--- config.mk ---
export PLATFORM = sky130hd
export DESIGN_NAME = serial_port
export DESIGN_NICKNAME = d
export VERILOG_FILES = /design/src/sport_pkg.sv /design/src/fifo_if.sv /design/src/result_fifo.sv /design/src/serial_port.sv
export SDC_FILE = /design/constraint.sdc
export NUM_CORES = 1
export LEC_CHECK = 0
export BUFFER_PORTS_ARGS = -buffer_cell sky130_fd_sc_hd__buf_2
export CORE_UTILIZATION = 55
export CTS_CLUSTER_SIZE = 25
export DETAILED_ROUTE_END_ITERATION = 7
export PLACE_DENSITY = 0.73
export SYNTH_ARGS = -nofsm -noshare
export SYNTH_HDL_FRONTEND = slang
export SYNTH_SLANG_ARGS = --single-unit
--- constraint.sdc ---
create_clock -name mclk -period 9.38 [get_ports mclk]
set_input_delay 2.345 -clock mclk [delete_from_list [all_inputs] [get_ports mclk]]
set_output_delay 2.345 -clock mclk [all_outputs]
set_load 0.005 [all_outputs]
--- src/sport_pkg.sv ---
// Constants and types shared by the serial result output port
package sport_pkg;

   localparam int RES_W      = 16;
   localparam int FIFO_DEPTH = 32;
   localparam int APB_AW     = 12;

   // Register byte offsets
   localparam logic [11:0] CTRL_OFS   = 12'h000;
   localparam logic [11:0] STATUS_OFS = 12'h004;
   localparam logic [11:0] LAST_OFS   = 12'h008;
   localparam logic [11:0] FRAMES_OFS = 12'h00c;

   // Control register fields and reset values
   localparam int          CTRL_DIV_LSB = 0;
   localparam int          CTRL_DIV_W   = 8;
   localparam int          CTRL_EN_BIT  = 8;
   localparam logic [7:0]  DIV_RST      = 8'h04;
   localparam logic        EN_RST       = 1'b1;

   // Status register field positions
   localparam int ST_LEVEL_LSB = 0;
   localparam int ST_HELD_BIT  = 8;
   localparam int ST_STATE_LSB = 9;
   localparam int ST_EXT_BIT   = 16;
   localparam int ST_SER_BIT   = 17;

   // Pin positions on the shared data bus
   localparam int PIN_CLKSRC = 4;
   localparam int PIN_POL    = 5;
   localparam int PIN_INV    = 6;
   localparam int PIN_RDC    = 7;
   localparam int PIN_SERIAL_RESULT_OUT  = 8;
   localparam int PIN_SCLK   = 9;
   localparam int PIN_SYNC   = 10;
   localparam int PIN_RDERR  = 11;

   // Input-only pins in serial mode
   localparam logic [15:0] SER_IN_MASK = 16'h00f0;

   localparam logic [4:0] LAST_BIT = 5'h0f;
   localparam logic [4:0] BIT_SAT  = 5'h10;

   typedef enum logic [1:0] {
      st_idle = 2'b00,
      st_int  = 2'b01,
      st_ext  = 2'b10
   } port_state_t;

endpackage : sport_pkg

--- src/fifo_if.sv ---
// Push and pop signals between the port logic and its result FIFO
`timescale 1ns/1ns
interface fifo_if #(
   parameter int W     = 16,
   parameter int LVL_W = 6
);
   logic             push_valid;
   logic             push_ready;
   logic [W-1:0]     push_data;
   logic             pop_valid;
   logic             pop_ready;
   logic [W-1:0]     pop_data;
   logic [LVL_W-1:0] level;

   modport store (input push_valid, push_data, pop_ready,
                  output push_ready, pop_valid, pop_data, level);
   modport user  (output push_valid, push_data, pop_ready,
                  input push_ready, pop_valid, pop_data, level);
endinterface : fifo_if

--- src/result_fifo.sv ---
// Result FIFO with registered head word
`timescale 1ns/1ns
module result_fifo #(
   parameter int W     = 16,
   parameter int DEPTH = 32
) (
   input  wire logic mclk,
   input  wire logic nrst,
   fifo_if.store     f
);
   localparam int AW = $clog2(DEPTH);
   localparam int CW = AW + 1;

   logic [W-1:0]  mem [DEPTH];
   logic [AW-1:0] wr_q, wr_d, rd_q, rd_d;
   logic [CW-1:0] cnt_q, cnt_d;
   logic [W-1:0]  out_q, out_d;
   logic          out_valid_q, out_valid_d;
   logic          room_q, room_d;
   logic          push, take;

   always_comb begin
      push        = f.push_valid & room_q;
      take        = (cnt_q != '0) & (~out_valid_q | f.pop_ready);
      wr_d        = push ? AW'(wr_q + 1'b1) : wr_q;
      rd_d        = take ? AW'(rd_q + 1'b1) : rd_q;
      cnt_d       = CW'(cnt_q + CW'(push) - CW'(take));
      room_d      = (cnt_d != CW'(DEPTH));
      out_d       = take ? mem[rd_q] : out_q;
      out_valid_d = take | (out_valid_q & ~f.pop_ready);
   end

   always_ff @(posedge mclk) begin
      if (push) begin
         mem[wr_q] <= f.push_data;
      end
      out_q <= out_d;
      if (!nrst) begin
         wr_q        <= '0;
         rd_q        <= '0;
         cnt_q       <= '0;
         out_valid_q <= 1'b0;
         room_q      <= 1'b0;
      end else begin
         wr_q        <= wr_d;
         rd_q        <= rd_d;
         cnt_q       <= cnt_d;
         out_valid_q <= out_valid_d;
         room_q      <= room_d;
      end
   end

   assign f.push_ready = room_q;
   assign f.pop_valid  = out_valid_q;
   assign f.pop_data   = out_q;
   assign f.level      = $bits(f.level)'(cnt_q + CW'(out_valid_q));

endmodule : result_fifo

--- src/serial_port.sv ---
// Serial or parallel result output port with APB control
// Notes on behaviour
// - Select low: shared pins are parallel data bits 4 to 11.
// - Clock invert input inverts serial clock sense, master and slave.
// - External clock: read-mode pin is a daisy-chain data input.
// - Chain input level reaches serial output 16 clock periods after read start.
// - Internal clock: read-mode pin selects the read mode.
// - Read mode high: result shifted out while conversion runs.
// - Read mode low: result shifted out only after conversion completes.
// - Serial output carries the stored result, synchronised to serial clock.
// - Result leaves the shift register most significant bit first.
// - Result coding follows the output coding select input.
// - Internal clock: each output bit stable on both clock edges.
// - External clock, no invert: change on rising, host samples falling.
// - External clock, invert: change on falling, host samples rising.
// - Coding high gives straight binary; low inverts MSB for two's complement.
// - Clock source low drives internal clock out; high follows external clock.
// - Output bus enabled only while chip select and read are both low.
// - Internal clock: frame marker active while output valid, polarity pin-set.
//
// Our own choices: the register addresses and the APB register port.
`timescale 1ns/1ns
module serial_port
   import sport_pkg::*;
#(
   parameter int DEPTH = sport_pkg::FIFO_DEPTH
) (
   input  wire logic                          mclk,
   input  wire logic                          nrst,
   input  wire logic [sport_pkg::APB_AW-1:0]  paddr,
   input  wire logic                          psel,
   input  wire logic                          penable,
   input  wire logic                          pwrite,
   input  wire logic [31:0]                   pwdata,
   output logic      [31:0]                   prdata,
   output logic                               pready,
   output logic                               pslverr,
   input  wire logic [sport_pkg::RES_W-1:0]   result_data,
   input  wire logic                          result_valid,
   output logic                               result_ready,
   input  wire logic                          busy,
   input  wire logic                          serial_parallel_select,
   input  wire logic                          output_coding_select,
   input  wire logic                          cs_n,
   input  wire logic                          rd_n,
   input  wire logic [15:0]                   data_in,
   output logic      [15:0]                   data_out,
   output logic      [15:0]                   data_oe_n
);
   import sport_pkg::*;

   localparam int LVL_W = $clog2(DEPTH + 2);

   fifo_if #(.W(RES_W), .LVL_W(LVL_W)) fq ();

   result_fifo #(.W(RES_W), .DEPTH(DEPTH)) u_fifo (
      .mclk (mclk),
      .nrst (nrst),
      .f    (fq.store)
   );

   assign fq.push_valid = result_valid;
   assign fq.push_data  = result_data;
   assign result_ready  = fq.push_ready;

   // Pin synchronisers
   logic [19:0] sync1_q, sync2_q;
   logic [19:0] pins_raw;

   assign pins_raw = {serial_parallel_select, output_coding_select, cs_n, rd_n, data_in};

   always_ff @(posedge mclk) begin
      if (!nrst) begin
         sync1_q <= 20'h3_0000;
         sync2_q <= 20'h3_0000;
      end else begin
         sync1_q <= pins_raw;
         sync2_q <= sync1_q;
      end
   end

   logic        s_ser, s_coding, s_cs_n, s_rd_n;
   logic [15:0] s_din;

   assign s_ser    = sync2_q[19];
   assign s_coding = sync2_q[18];
   assign s_cs_n   = sync2_q[17];
   assign s_rd_n   = sync2_q[16];
   assign s_din    = sync2_q[15:0];

   // Serial-mode controls, masked in parallel mode
   logic ext, inv, pol, read_mode_or_chain_in, bus_en;

   assign ext      = s_ser & s_din[PIN_CLKSRC];
   assign inv      = s_ser & s_din[PIN_INV];
   assign pol      = s_ser & s_din[PIN_POL];
   assign read_mode_or_chain_in = s_ser & s_din[PIN_RDC];
   assign bus_en   = ~s_cs_n & ~s_rd_n;

   // Port state
   port_state_t st_q, st_d;
   logic [RES_W-1:0] sh_q, sh_d;
   logic             held_q, held_d;
   logic [4:0]       bits_q, bits_d;
   logic [7:0]       div_q, div_d;
   logic [1:0]       qtr_q, qtr_d;
   logic             sclk_q, sclk_d;
   logic             serial_result_out_q, serial_result_out_d;
   logic             frame_q, frame_d;
   logic             rderr_q, rderr_d;
   logic             en_q, en_d;
   logic             busy_q, busy_d;
   logic             ext_clk_q, ext_clk_d;
   logic [RES_W-1:0] last_q, last_d;
   logic [15:0]      frames_q, frames_d;
   logic [15:0]      dout_q, dout_d;
   logic [15:0]      oe_n_q, oe_n_d;
   logic             pop;

   // Control registers
   logic [7:0]  ctrl_div_q, ctrl_div_d;
   logic        ctrl_en_q, ctrl_en_d;

   logic ext_rise, ext_fall, ext_active, tick, conv_end, rd_allowed;

   always_comb begin
      ext_rise   = s_din[PIN_SCLK] & ~ext_clk_q;
      ext_fall   = ~s_din[PIN_SCLK] & ext_clk_q;
      ext_active = inv ? ext_fall : ext_rise;
      tick       = (div_q == ctrl_div_q);
      conv_end   = busy_q & ~busy;
      rd_allowed = read_mode_or_chain_in ? busy : ~busy;

      st_d      = st_q;
      sh_d      = sh_q;
      held_d    = held_q;
      bits_d    = bits_q;
      div_d     = div_q;
      qtr_d     = qtr_q;
      sclk_d    = sclk_q;
      serial_result_out_d   = serial_result_out_q;
      frame_d   = frame_q;
      rderr_d   = 1'b0;
      en_d      = bus_en;
      busy_d    = busy;
      ext_clk_d = s_din[PIN_SCLK];
      last_d    = last_q;
      frames_d  = frames_q;
      pop       = 1'b0;

      case (st_q)
         st_idle: begin
            sclk_d  = 1'b0;
            frame_d = 1'b0;
            if (!held_q && fq.pop_valid) begin
               pop    = 1'b1;
               held_d = 1'b1;
               // Coding chosen at load time
               sh_d   = {fq.pop_data[RES_W-1] ^ ~s_coding,
                         fq.pop_data[RES_W-2:0]};
               last_d = {fq.pop_data[RES_W-1] ^ ~s_coding,
                         fq.pop_data[RES_W-2:0]};
            end else if (held_q && !s_ser) begin
               // Parallel word consumed when the read ends
               if (en_q && !bus_en) begin
                  held_d   = 1'b0;
                  frames_d = 16'(frames_q + 16'h0001);
               end
            end else if (held_q && ctrl_en_q && bus_en && ext) begin
               st_d    = st_ext;
               bits_d  = '0;
               serial_result_out_d = sh_q[RES_W-1];
            end else if (held_q && ctrl_en_q && bus_en && rd_allowed) begin
               st_d    = st_int;
               bits_d  = '0;
               div_d   = '0;
               qtr_d   = '0;
               serial_result_out_d = sh_q[RES_W-1];
               frame_d = 1'b1;
            end
         end
         st_int: begin
            div_d = tick ? 8'h00 : 8'(div_q + 8'h01);
            if (tick) begin
               qtr_d = 2'(qtr_q + 2'b01);
               if (qtr_q == 2'b00) begin
                  sclk_d = 1'b1;
               end else if (qtr_q == 2'b10) begin
                  sclk_d = 1'b0;
               end else if (qtr_q == 2'b11) begin
                  // Bit changes mid-low, away from both edges
                  if (bits_q == LAST_BIT) begin
                     st_d     = st_idle;
                     held_d   = 1'b0;
                     frame_d  = 1'b0;
                     frames_d = 16'(frames_q + 16'h0001);
                  end else begin
                     sh_d    = {sh_q[RES_W-2:0], 1'b0};
                     serial_result_out_d = sh_q[RES_W-2];
                     bits_d  = 5'(bits_q + 5'h01);
                  end
               end
            end
         end
         st_ext: begin
            if (ext_active) begin
               // Chain input follows the result after 16 shifts
               sh_d    = {sh_q[RES_W-2:0], read_mode_or_chain_in};
               serial_result_out_d = sh_q[RES_W-2];
               bits_d  = (bits_q == BIT_SAT) ? BIT_SAT : 5'(bits_q + 5'h01);
            end
            if (conv_end && bits_q != BIT_SAT) begin
               rderr_d = 1'b1;
            end
            if (!bus_en || !ext) begin
               st_d     = st_idle;
               held_d   = 1'b0;
               frames_d = 16'(frames_q + 16'h0001);
            end
         end
         default: begin
            st_d = st_idle;
         end
      endcase
   end

   assign fq.pop_ready = pop;

   // Pin drive
   always_comb begin
      dout_d = '0;
      oe_n_d = {16{~bus_en}};
      if (!s_ser) begin
         dout_d = held_q ? sh_q : 16'h0000;
      end else begin
         oe_n_d                 = {16{~bus_en}} | SER_IN_MASK;
         // Next values keep slave-clock latency within half a link period
         dout_d[PIN_SERIAL_RESULT_OUT]      = serial_result_out_d;
         dout_d[PIN_SCLK]       = sclk_d ^ inv;
         oe_n_d[PIN_SCLK]       = ~bus_en | ext;
         dout_d[PIN_SYNC]       = ext ? pol : (frame_d ^ pol);
         dout_d[PIN_RDERR]      = rderr_q;
      end
   end

   always_ff @(posedge mclk) begin
      if (!nrst) begin
         st_q      <= st_idle;
         sh_q      <= '0;
         held_q    <= 1'b0;
         bits_q    <= '0;
         div_q     <= '0;
         qtr_q     <= '0;
         sclk_q    <= 1'b0;
         serial_result_out_q   <= 1'b0;
         frame_q   <= 1'b0;
         rderr_q   <= 1'b0;
         en_q      <= 1'b0;
         busy_q    <= 1'b0;
         ext_clk_q <= 1'b0;
         last_q    <= '0;
         frames_q  <= '0;
         dout_q    <= '0;
         oe_n_q    <= 16'hffff;
      end else begin
         st_q      <= st_d;
         sh_q      <= sh_d;
         held_q    <= held_d;
         bits_q    <= bits_d;
         div_q     <= div_d;
         qtr_q     <= qtr_d;
         sclk_q    <= sclk_d;
         serial_result_out_q   <= serial_result_out_d;
         frame_q   <= frame_d;
         rderr_q   <= rderr_d;
         en_q      <= en_d;
         busy_q    <= busy_d;
         ext_clk_q <= ext_clk_d;
         last_q    <= last_d;
         frames_q  <= frames_d;
         dout_q    <= dout_d;
         oe_n_q    <= oe_n_d;
      end
   end

   assign data_out  = dout_q;
   assign data_oe_n = oe_n_q;

   // APB slave, one wait state
   logic        pready_q, pready_d;
   logic        pslverr_q, pslverr_d;
   logic [31:0] prdata_q, prdata_d;
   logic        acc, wr_hit;

   always_comb begin
      acc        = psel & penable & ~pready_q;
      wr_hit     = psel & penable & pready_q & pwrite;
      pready_d   = acc;
      pslverr_d  = 1'b0;
      prdata_d   = '0;
      ctrl_div_d = ctrl_div_q;
      ctrl_en_d  = ctrl_en_q;
      if (paddr == CTRL_OFS) begin
         prdata_d[CTRL_DIV_LSB +: CTRL_DIV_W] = ctrl_div_q;
         prdata_d[CTRL_EN_BIT]                = ctrl_en_q;
         if (wr_hit) begin
            ctrl_div_d = pwdata[CTRL_DIV_LSB +: CTRL_DIV_W];
            ctrl_en_d  = pwdata[CTRL_EN_BIT];
         end
      end else if (paddr == STATUS_OFS) begin
         prdata_d[ST_LEVEL_LSB +: LVL_W] = fq.level;
         prdata_d[ST_HELD_BIT]           = held_q;
         prdata_d[ST_STATE_LSB +: 2]     = st_q;
         prdata_d[ST_EXT_BIT]            = ext;
         prdata_d[ST_SER_BIT]            = s_ser;
      end else if (paddr == LAST_OFS) begin
         prdata_d[RES_W-1:0] = last_q;
      end else if (paddr == FRAMES_OFS) begin
         prdata_d[15:0] = frames_q;
      end else begin
         pslverr_d = acc;
      end
      if (!acc) begin
         prdata_d  = '0;
         pslverr_d = 1'b0;
      end
   end

   always_ff @(posedge mclk) begin
      if (!nrst) begin
         pready_q   <= 1'b0;
         pslverr_q  <= 1'b0;
         prdata_q   <= '0;
         ctrl_div_q <= DIV_RST;
         ctrl_en_q  <= EN_RST;
      end else begin
         pready_q   <= pready_d;
         pslverr_q  <= pslverr_d;
         prdata_q   <= prdata_d;
         ctrl_div_q <= ctrl_div_d;
         ctrl_en_q  <= ctrl_en_d;
      end
   end

   assign pready  = pready_q;
   assign pslverr = pslverr_q;
   assign prdata  = prdata_q;

endmodule : serial_port

==> flow_summary.json, run 1 <==
{
  "vias": 14260,
  "grt_max_degree": 81,
  "die_y_um": 223.9,
  "track_usage": 0.2340,
  "ys_seq_elements": 685,
  "hold_class": "flop to flop",
  "root_buffer": "clkbuf_16",
  "post-route-period-util": 0.4741,
  "insertion_delay_ns": 0.62,
  "cp-end-kind": "flop",
  "drtPass1Iterations": 5,
  "tightest_slew_ns": 1.138,
  "drt.antenna.violating_nets": 0,
  "p_per_area_nw_per_um2": 248.6,
  "outcome": "finished, final reports clean",
  "cts.sink_count": 685,
  "clockBufferDepth": 3,
  "utilization": 0.6335,
  "routed_wl_um": 56710,
  "cts.htree.levels": 3,
  "cts_tree": "yes",
  "worst_setup_path_start_kind": "input port",
  "worst-setup-path-type": "input port to flop",
  "finalSetupTns_ns": 0,
  "yosys.area.top_type": "edfxtp_1",
  "synth_warnings": 0,
  "postCtsSetupBuffers": 0,
  "dp_hpwl_um": 33830,
  "rsz0062_at_grt": "false",
  "synth.top_cell.area_share": 0.5853,
  "cp.arrival_ns": 4.88,
  "relSlewSlack": 0.2352,
  "synth_edf_count": 528,
  "initial_core_util": 0.5626,
  "async_flop_share": 0,
  "syn_avg_cell_area_um2": 17.07,
  "ir_drop_uv": 165.3,
  "grt_pass1_vias": 14380,
  "cts_hold_buf": 0,
  "synth_top_flop_cell": "edfxtp_1",
  "grt_pass1_wl_um": 86350,
  "finalHoldViolations": 0,
  "fp.dieW_um": 223.9,
  "synth_area_um2": 27090,
  "drive_gt1_frac": 0.2561,
  "wl_per_cell_um": 23.50,
  "routed_via_density": 5.910,
  "grt_antenna_before_repair": 2,
  "drcViolationCount": 0,
  "max_freq_mhz": 224.9,
  "ys_types": 68,
  "fin_skew_ns": 0.02821,
  "grt.overflow.total": 0,
  "setup_viol": 0,
  "num_antenna_cells": 0,
  "cp.required_ns": 9.82,
  "drt_iter0_drc": 1333,
  "core_um2": 48150,
  "slew_viol_final": 0,
  "netlist_instances": 1587,
  "nFillCells": 3362,
  "synth_area_leaders": "edfxtp_1, mux4_2, dfxtp_1",
  "ys_seq_area_frac": 0.7014,
  "die_area_um2": 50140,
  "ios": 154,
  "placementRows": 80,
  "worst_setup_hold_path_clk_slew_ns": 0.06,
  "cap_violations": 0,
  "place.gp.congestion": 0.8708,
  "path_max_fanout": 12,
  "syn_to_final_growth_pct": 12.61,
  "finalCriticalPeriod_ns": 4.447,
  "port_buffers": 105,
  "numCtsBuffers": 68,
  "leakage_uw": 0.01013,
  "final_nets": 1825,
  "cts_resized": 0
}
-- worst max-delay path: stages --
cell	delay, ns
buf_2	0.09
or4_1	0.53
nor4_2	0.94
nand2_1	0.60
mux2i_1	0.32
nor2_1	0.06
-- registers in the layout (all words and copies together), names as in the netlist, 9 cells and up --
register	count
u_fifo.mem	512
prdata	18
data_out	16
frames_q	16
last_q	16
sh_q	16
u_fifo.f.pop_data	16
sync1_q	9
sync2_q	9
-- final timing paths --
path | start | endpoint | slack [ns] | cells past startpoint
min reg2reg | sync1_q[16] | sync2_q[16] | 0.41 | 1
min | sync1_q[16] | sync2_q[16] | 0.41 | 1
max reg2reg | st_q[0] | u_fifo.f.push_ready | 5.77 | 14
max | paddr[5] | ctrl_div_q[4] | 4.93 | 6
-- cell type report --
cell class / instances / area (um^2) / share of cell area
repair buffers: 143 / 810.8 / 0.02658
well taps: 656 / 820.8 / 0.02691
clock inverters: 37 / 392.9 / 0.01288
flip-flops and latches: 685 / 19010 / 0.6232
clock buffers: 83 / 1789 / 0.05866
multi-input cells: 763 / 7507 / 0.2461
inverters: 46 / 172.7 / 0.005661
-- cell usage after synthesis (2+ instances only) --
master    instances
nand2_1          88
and4b_1           2
a31o_2            2
clkbuf_1         59
xor2_1           15
o21a_1            2
nand4_1          13
dfxtp_1         157
buf_2            11
a21oi_1          48
a221oi_1         14
ha_1             30
o31ai_1          11
mux4_2          160
and4_1            2
xnor2_1          18
nand3b_1          3
nand3_1          24
and3_1           18
or3b_2            3
a211oi_1         14
nor2b_1           4
nor4_1            3
and2_1           23
or3_1             6
mux2_2           17
buf_1             9
nand2b_1          8
buf_4            27
or4_1            15
o41ai_1           2
inv_1            44
edfxtp_1        528
mux2i_1          30
nor2_1          107
or2_2             2
o211ai_1          2
a22oi_1          10
o21ai_0          23
nor3_1            5
-- stage by stage --
stage | total power, uW | instance area [um^2] | setup WS [ns] | hold slack, ns | cells
2_1_floorplan | 4602 | 27140 | 5.245 | 0.3863 | 1600
3_3_place_gp | 4964 | 28320 | 4.424 | 0.3961 | 2293
3_5_place_dp | 4984 | 28320 | 4.326 | 0.3948 | 2293
4_1_cts | 7652 | 30500 | 4.962 | 0.4088 | 2413
5_1_grt | 7874 | 30500 | 4.721 | 0.4316 | 2413
6_report | 7582 | 30500 | 4.933 | 0.4055 | 2413
-- metal layers --
| metal | global-route usage | wire (um) | vias to the layer above |
|---|---|---|---|
| li1 | - | - | 6371 |
| met1 | 0.3076 | 22890 | 7279 |
| met2 | 0.3947 | 28680 | 494 |
| met3 | 0.04473 | 3532 | 116 |
| met4 | 0.07689 | 1596 | 2 |
| met5 | 0 | 10 | - |
-- cells in the final DEF, fill, tap and decap left out, drive strengths merged, types with 23 or more instances in the layout --
cell,synthesis,routed
dfxtp,157,157
clkinv,1,25
ha,30,30
mux4,160,160
clkbuf,59,83
edfxtp,528,528
nand2,88,88
mux2i,30,30
nand3,24,24
nor2,107,107
o21ai,25,25
inv,45,51
buf,47,143
a21oi,48,48
and2,23,23
-- power breakdown --
| group | switching [uW] | leakage [uW] | internal [uW] |
|---|---|---|---|
| logic | 607 | 0.00302 | 701 |
| clock network | 1130 | 0.00106 | 1540 |
| registers | 196 | 0.00605 | 3410 |
-- cells by family (layout without fill, tap and decap cells) --
family	count (synthesis)	after routing	share of synthesized area
buf+inv	152	309	0.02531
compound gates	142	142	0.03464
other cells	1	14	0.0001384
simple gates	336	336	0.06208
xor+xnor	33	33	0.01067
fa+ha+maj	31	31	0.01460
mux	207	207	0.1512
flops	685	685	0.7014
(Power assumes the default switching activity.)
==> inputs of run 2 (changes only) <==
- clock period: 9.38 -> 4.5 ns (I/O delays scaled with it)
==> flow_summary.json, run 2 (synthesis results as in run 1) <==
{
  "drive_gt1_frac": 0.2667,
  "max_freq_mhz": 297.0,
  "top_register": "u_fifo.mem",
  "path_max_fanout": 19,
  "final_common_cell": "edfxtp_1",
  "relSlewSlack": 0.1937,
  "slew_viol_final": 0,
  "post-route-period-util": 0.7483,
  "dp_hpwl_um": 35870,
  "cts_resized": 0,
  "routed_via_density": 5.982,
  "critPathMaxStageDelay_ns": 0.47,
  "hold_class": "flop to flop",
  "clockBufferDepth": 3,
  "vias": 14550,
  "fin_area_um2": 30760,
  "worstHoldPathCells": 1,
  "cp_num_cells": 15,
  "placementRows": 80,
  "worst_path_max_delay_cell": "nand2_1",
  "die_area_um2": 50140,
  "port_buffers": 105,
  "cts.htree.levels": 3,
  "fp.dieW_um": 223.9,
  "dpl_cell_area_um2": 28470,
  "largest_reg_flops": 512,
  "tightest_slew_ns": 1.209,
  "numCtsBuffers": 68,
  "final_cell_mix": "edfxtp_1, mux4_2, dfxtp_1",
  "cts_tree": "yes",
  "insertion_delay_ns": 0.61,
  "path_delay_family": "adder cells",
  "p_per_area_nw_per_um2": 523.4,
  "drt_iter0_drc": 1415,
  "core_um2": 48150,
  "drcViolationCount": 0,
  "setup_viol": 0,
  "cp.arrival_ns": 3.86,
  "routed_wl_um": 58480,
  "grt_pass1_vias": 14950,
  "fin_skew_ns": 0.02055,
  "worst_setup_hold_path_clk_slew_ns": 0.06,
  "finalPower_uw": 16100,
  "num_antenna_cells": 0,
  "syn_to_final_growth_pct": 13.54,
  "outcome": "finished, final reports clean",
  "postCtsSetupBuffers": 0,
  "root_buffer": "clkbuf_16",
  "finalSetupTns_ns": 0,
  "cp_cell_sequence": "inv_1 > ha_1 > nand2_1 > a21oi_2 > ha_1 > inv_1 > ha_1 > inv_1 > fa_1 > inv_1 > a21oi_1 > nor2_1 > nor2_1 > xnor2_1 > o31a_1",
  "die_y_um": 223.9,
  "ir_drop_uv": 414.9,
  "final_nets": 1839,
  "place.gp.congestion": 0.8782,
  "nFillCells": 3251,
  "reg2reg_depth": 15,
  "utilization": 0.6388,
  "cp-end-kind": "flop",
  "finalHoldViolations": 0,
  "grt_pass1_wl_um": 88810,
  "drtPass1Iterations": 5,
  "cts_hold_buf": 0,
  "worst-setup-path-type": "flop to flop",
  "drt.antenna.violating_nets": 0,
  "leakage_uw": 0.01027,
  "wl_per_cell_um": 24.03,
  "cp.required_ns": 4.99,
  "initial_core_util": 0.5626,
  "rsz0062_at_grt": "false",
  "cap_violations": 0,
  "grt_max_degree": 59,
  "grt_antenna_before_repair": 0,
  "ios": 154,
  "crit_buf_inv": 4,
  "grt.overflow.total": 0,
  "worst_setup_path_start_kind": "flop",
  "cts.sink_count": 685,
  "finalCriticalPeriod_ns": 3.367,
  "track_usage": 0.2405,
  "cp_common_cell": "inv_1"
}
run 2: cell types whose count changed in the layout (fill, tap and decap cells not counted), sizes merged:
| cell | before | now |
|---|---|---|
| buf | 143 | 157 |
| clkbuf | 83 | 90 |
| clkinv | 25 | 22 |
| clkinvlp | 1 | 3 |
| bufinv | 6 | 7 |
| inv | 51 | 50 |
run 2: final timing paths:
path | startpoint | to | slack, ns
worst min-delay path | sync1_q[17] | sync2_q[17] | 0.41
worst max register to register | st_q[0] | u_fifo.f.push_ready | 1.13
worst max-delay path | st_q[0] | u_fifo.f.push_ready | 1.13
worst min register to register | sync1_q[17] | sync2_q[17] | 0.41
run 2: worst register-to-register path: cells and delay by family, from the launching register on:
kind	cells	cell delay, ns
buffers and inverters	4	0.33
DFF	1	0.34
and+or+nand+nor	3	0.63
adders and majority gates	4	1.15
xor gates and xnor gates	1	0.13
AOI/OAI and AO/OA	3	0.68
run 2: final cells by class:
class,count,area [um^2],share of cell area
flip-flops and latches,685,19010,0.6180
multi-input cells,763,7507,0.2441
clock buffers,90,1849,0.06013
repair buffers,157,965.9,0.03141
well taps,656,820.8,0.02669
clock inverters,36,431.7,0.01404
inverters,46,172.7,0.005614
run 2: routing by layer:
| layer | track usage | part of all wire | up-vias |
|---|---|---|---|
| li1 | - | - | 6410 |
| met1 | 0.3067 | 0.39 | 7429 |
| met2 | 0.4047 | 0.50 | 576 |
| met3 | 0.04932 | 0.066 | 138 |
| met4 | 0.09766 | 0.038 | 0 |
| met5 | 0 | 0 | - |
run 2: metrics by stage:
step | worst slack, ns | instances | hold WS [ns]
after floorplan | 0.5747 | 1600 | 0.3863
after global placement | 1.129 | 2307 | 0.3987
after detailed placement | 1.062 | 2307 | 0.4039
after CTS | 1.123 | 2433 | 0.4192
after global routing | 0.8774 | 2433 | 0.4426
final | 1.133 | 2433 | 0.4125
run 2: where the power goes:
| part | switching, uW | internal [uW] | leakage [uW] |
|---|---|---|---|
| Sequential | 413 | 7100 | 0.00605 |
| Combinational | 1320 | 1530 | 0.00311 |
| Clock | 2390 | 3340 | 0.00111 |
==> inputs of run 3 (changes only) <==
- ABC_AREA: unset -> 1
- PLACE_DENSITY: 0.73 -> 0.76
- clock period: 4.5 -> 2.8 ns (I/O delays scaled with it)
==> flow_summary.json, run 3 <==
{
  "outcome": "finished, final reports clean",
  "final_nets": 2721,
  "synth_area_leaders": "edfxtp_1, dfxtp_1, o21ai_0",
  "setup_viol": 0,
  "routed_wl_um": 69190,
  "ys_seq_elements": 685,
  "die_area_um2": 51680,
  "worst_setup_hold_path_clk_slew_ns": 0.06,
  "cap_violations": 0,
  "num_antenna_cells": 0,
  "utilization": 0.6318,
  "ys_seq_area_frac": 0.6803,
  "grt_antenna_before_repair": 2,
  "async_flop_share": 0,
  "track_usage": 0.2716,
  "synth_area_um2": 27920,
  "p_seq_frac": 0.419,
  "cp.required_ns": 3.29,
  "cts.sink_count": 685,
  "clkPwrFrac": 0.329,
  "max_freq_mhz": 371.2,
  "fp.dieW_um": 227.3,
  "dpl_cell_area_um2": 29350,
  "largest_reg_flops": 512,
  "finalHoldViolations": 0,
  "drive_gt1_frac": 0.1423,
  "port_buffers": 105,
  "synth_edf_count": 528,
  "syn_to_final_growth_pct": 13.51,
  "pwr-share-comb": 0.252,
  "top_register": "u_fifo.mem",
  "ys_types": 56,
  "grt_pass1_wl_um": 104400,
  "synth.most_common_cell": "edfxtp_1",
  "yosys.area.top_type": "edfxtp_1",
  "timing.final.ws_setup_ns": 0.1058,
  "p_sw_uw": 9134,
  "finalSetupTns_ns": 0,
  "die_y_um": 227.3,
  "worst-setup-path-type": "flop to flop",
  "cts.htree.levels": 3,
  "numCtsBuffers": 70,
  "finalPower_uw": 28450,
  "slew_viol_final": 0,
  "rrSetupSlack_ns": 0.11,
  "synth_top_flop_cell": "edfxtp_1",
  "wl_per_cell_um": 20.78,
  "ir_drop_uv": 897.8,
  "fin_skew_ns": 0.03388,
  "placementRows": 82,
  "dp_slack_ns": 0.02988,
  "drt.antenna.violating_nets": 0,
  "dp_hpwl_um": 41730,
  "finalCriticalPeriod_ns": 2.694,
  "tightest_slew_ns": 0.8420,
  "netlist_instances": 2478,
  "final_cell_mix": "edfxtp_1, nor2_1, o21ai_0",
  "ios": 154,
  "synth.top_cell.area_share": 0.5678,
  "grt_max_degree": 133,
  "drcViolationCount": 0,
  "vias": 19490,
  "root_buffer": "clkbuf_16",
  "drtPass1Iterations": 6,
  "cp.arrival_ns": 3.19,
  "internal-power_uw": 19310,
  "cp-end-kind": "flop",
  "grt_pass1_vias": 18960,
  "clockBufferDepth": 3,
  "fin_area_um2": 31700,
  "syn_avg_cell_area_um2": 11.27,
  "insertion_delay_ns": 0.62,
  "critPathMaxStageDelay_ns": 0.35,
  "place.gp.congestion": 0.9110,
  "grt.overflow.total": 0,
  "worst_setup_path_start_kind": "flop",
  "core_um2": 50170,
  "cts_tree": "yes",
  "post-route-period-util": 0.9622,
  "relSlewSlack": 0.4387,
  "final_common_cell": "edfxtp_1",
  "path_max_fanout": 2,
  "drt_iter0_drc": 1897,
  "p_per_area_nw_per_um2": 897.5,
  "leakage_uw": 0.01126,
  "cp_cell_sequence": "inv_2 > ha_4 > inv_4 > nor2_4 > inv_2 > nand2_1 > nand2_2 > inv_6 > ha_1 > inv_1 > ha_2 > inv_1 > fa_2 > o21ai_2 > a21oi_2 > xor2_1 > nand4_1 > nor2_1 > nor2_1",
  "initial_core_util": 0.5566,
  "routed_via_density": 5.855,
  "worst_path_max_delay_cell": "fa_2",
  "p_sw_frac": 0.3211,
  "hold_class": "input port to flop",
  "synth_commonest_cells": "edfxtp_1, nor2_1, o21ai_0",
  "synth_warnings": 0
}
[run 3: critical path: cells and delay by family (launching register included)]
family / cells / cell delay [ns]
xor+xnor: 1 / 0.22
buf+inv: 6 / 0.31
compound gates: 2 / 0.24
flops: 1 / 0.33
fa+ha+maj: 4 / 0.97
simple gates: 6 / 0.49
[run 3: power groups by stage]
| stage | Sequential (uW) | Combinational, uW | Clock (uW) |
|---|---|---|---|
| after floorplan | 11900 | 4790 | 0 |
| after global placement | 12100 | 6740 | 0 |
| after detailed placement | 12100 | 6970 | 0 |
| after CTS | 11900 | 7040 | 9440 |
| after global routing | 12000 | 7870 | 9840 |
| final | 11900 | 7180 | 9350 |
[run 3: final cells by class]
cell class | count | area, um^2
flip-flops and latches | 685 | 19010
fillers | 3715 | 18470
multi-input cells | 1478 | 7540
clock buffers | 101 | 2043
repair buffers | 197 | 1329
well taps | 672 | 840.8
inverters | 171 | 658.1
clock inverters | 25 | 276.5
[run 3: per-stage QoR]
step	instances	hold slack (ns)
CTS	3327	0.2460
finish	3329	0.2743
global placement	3201	0.4004
floorplan	2491	0.3905
detailed placement	3201	0.4073
global route	3329	0.2509
[run 3: logic make-up (layout without fill, tap and decap cells)]
group,Yosys count,count (layout),synth area share
AO/OA/AOI/OAI,610,610,0.1238
XOR/XNOR,22,22,0.006900
adder cells (fa/ha/maj),31,31,0.01416
buffers and inverters,328,494,0.05238
flip-flops,685,685,0.6803
other,1,14,0.0001343
AND/OR/NAND/NOR,801,801,0.1223
[run 3: worst paths after layout]
path,startpoint,end,cells past startpoint
setup / recovery,st_q[0],u_fifo.f.push_ready,19
hold reg to reg,sync1_q[16],sync2_q[16],1
setup reg to reg,st_q[0],u_fifo.f.push_ready,19
hold / removal,rd_n,sync1_q[16],2
[run 3: routing by layer]
metal / up-vias / wire length (um) / track usage
met5: - / 12 / 0
met4: 2 / 3356 / 0.1489
met3: 189 / 6166 / 0.05085
met2: 961 / 33420 / 0.4436
met1: 9357 / 26240 / 0.3434
li1: 8983 / - / -
[run 3: repair_timing]
item                       in CTS  in global routing
setup endpoints to repair       1                  1
gates resized for setup         0                  7
pin swaps                       1                  7
setup buffers                   0                  2
hold buffers                    0                  0
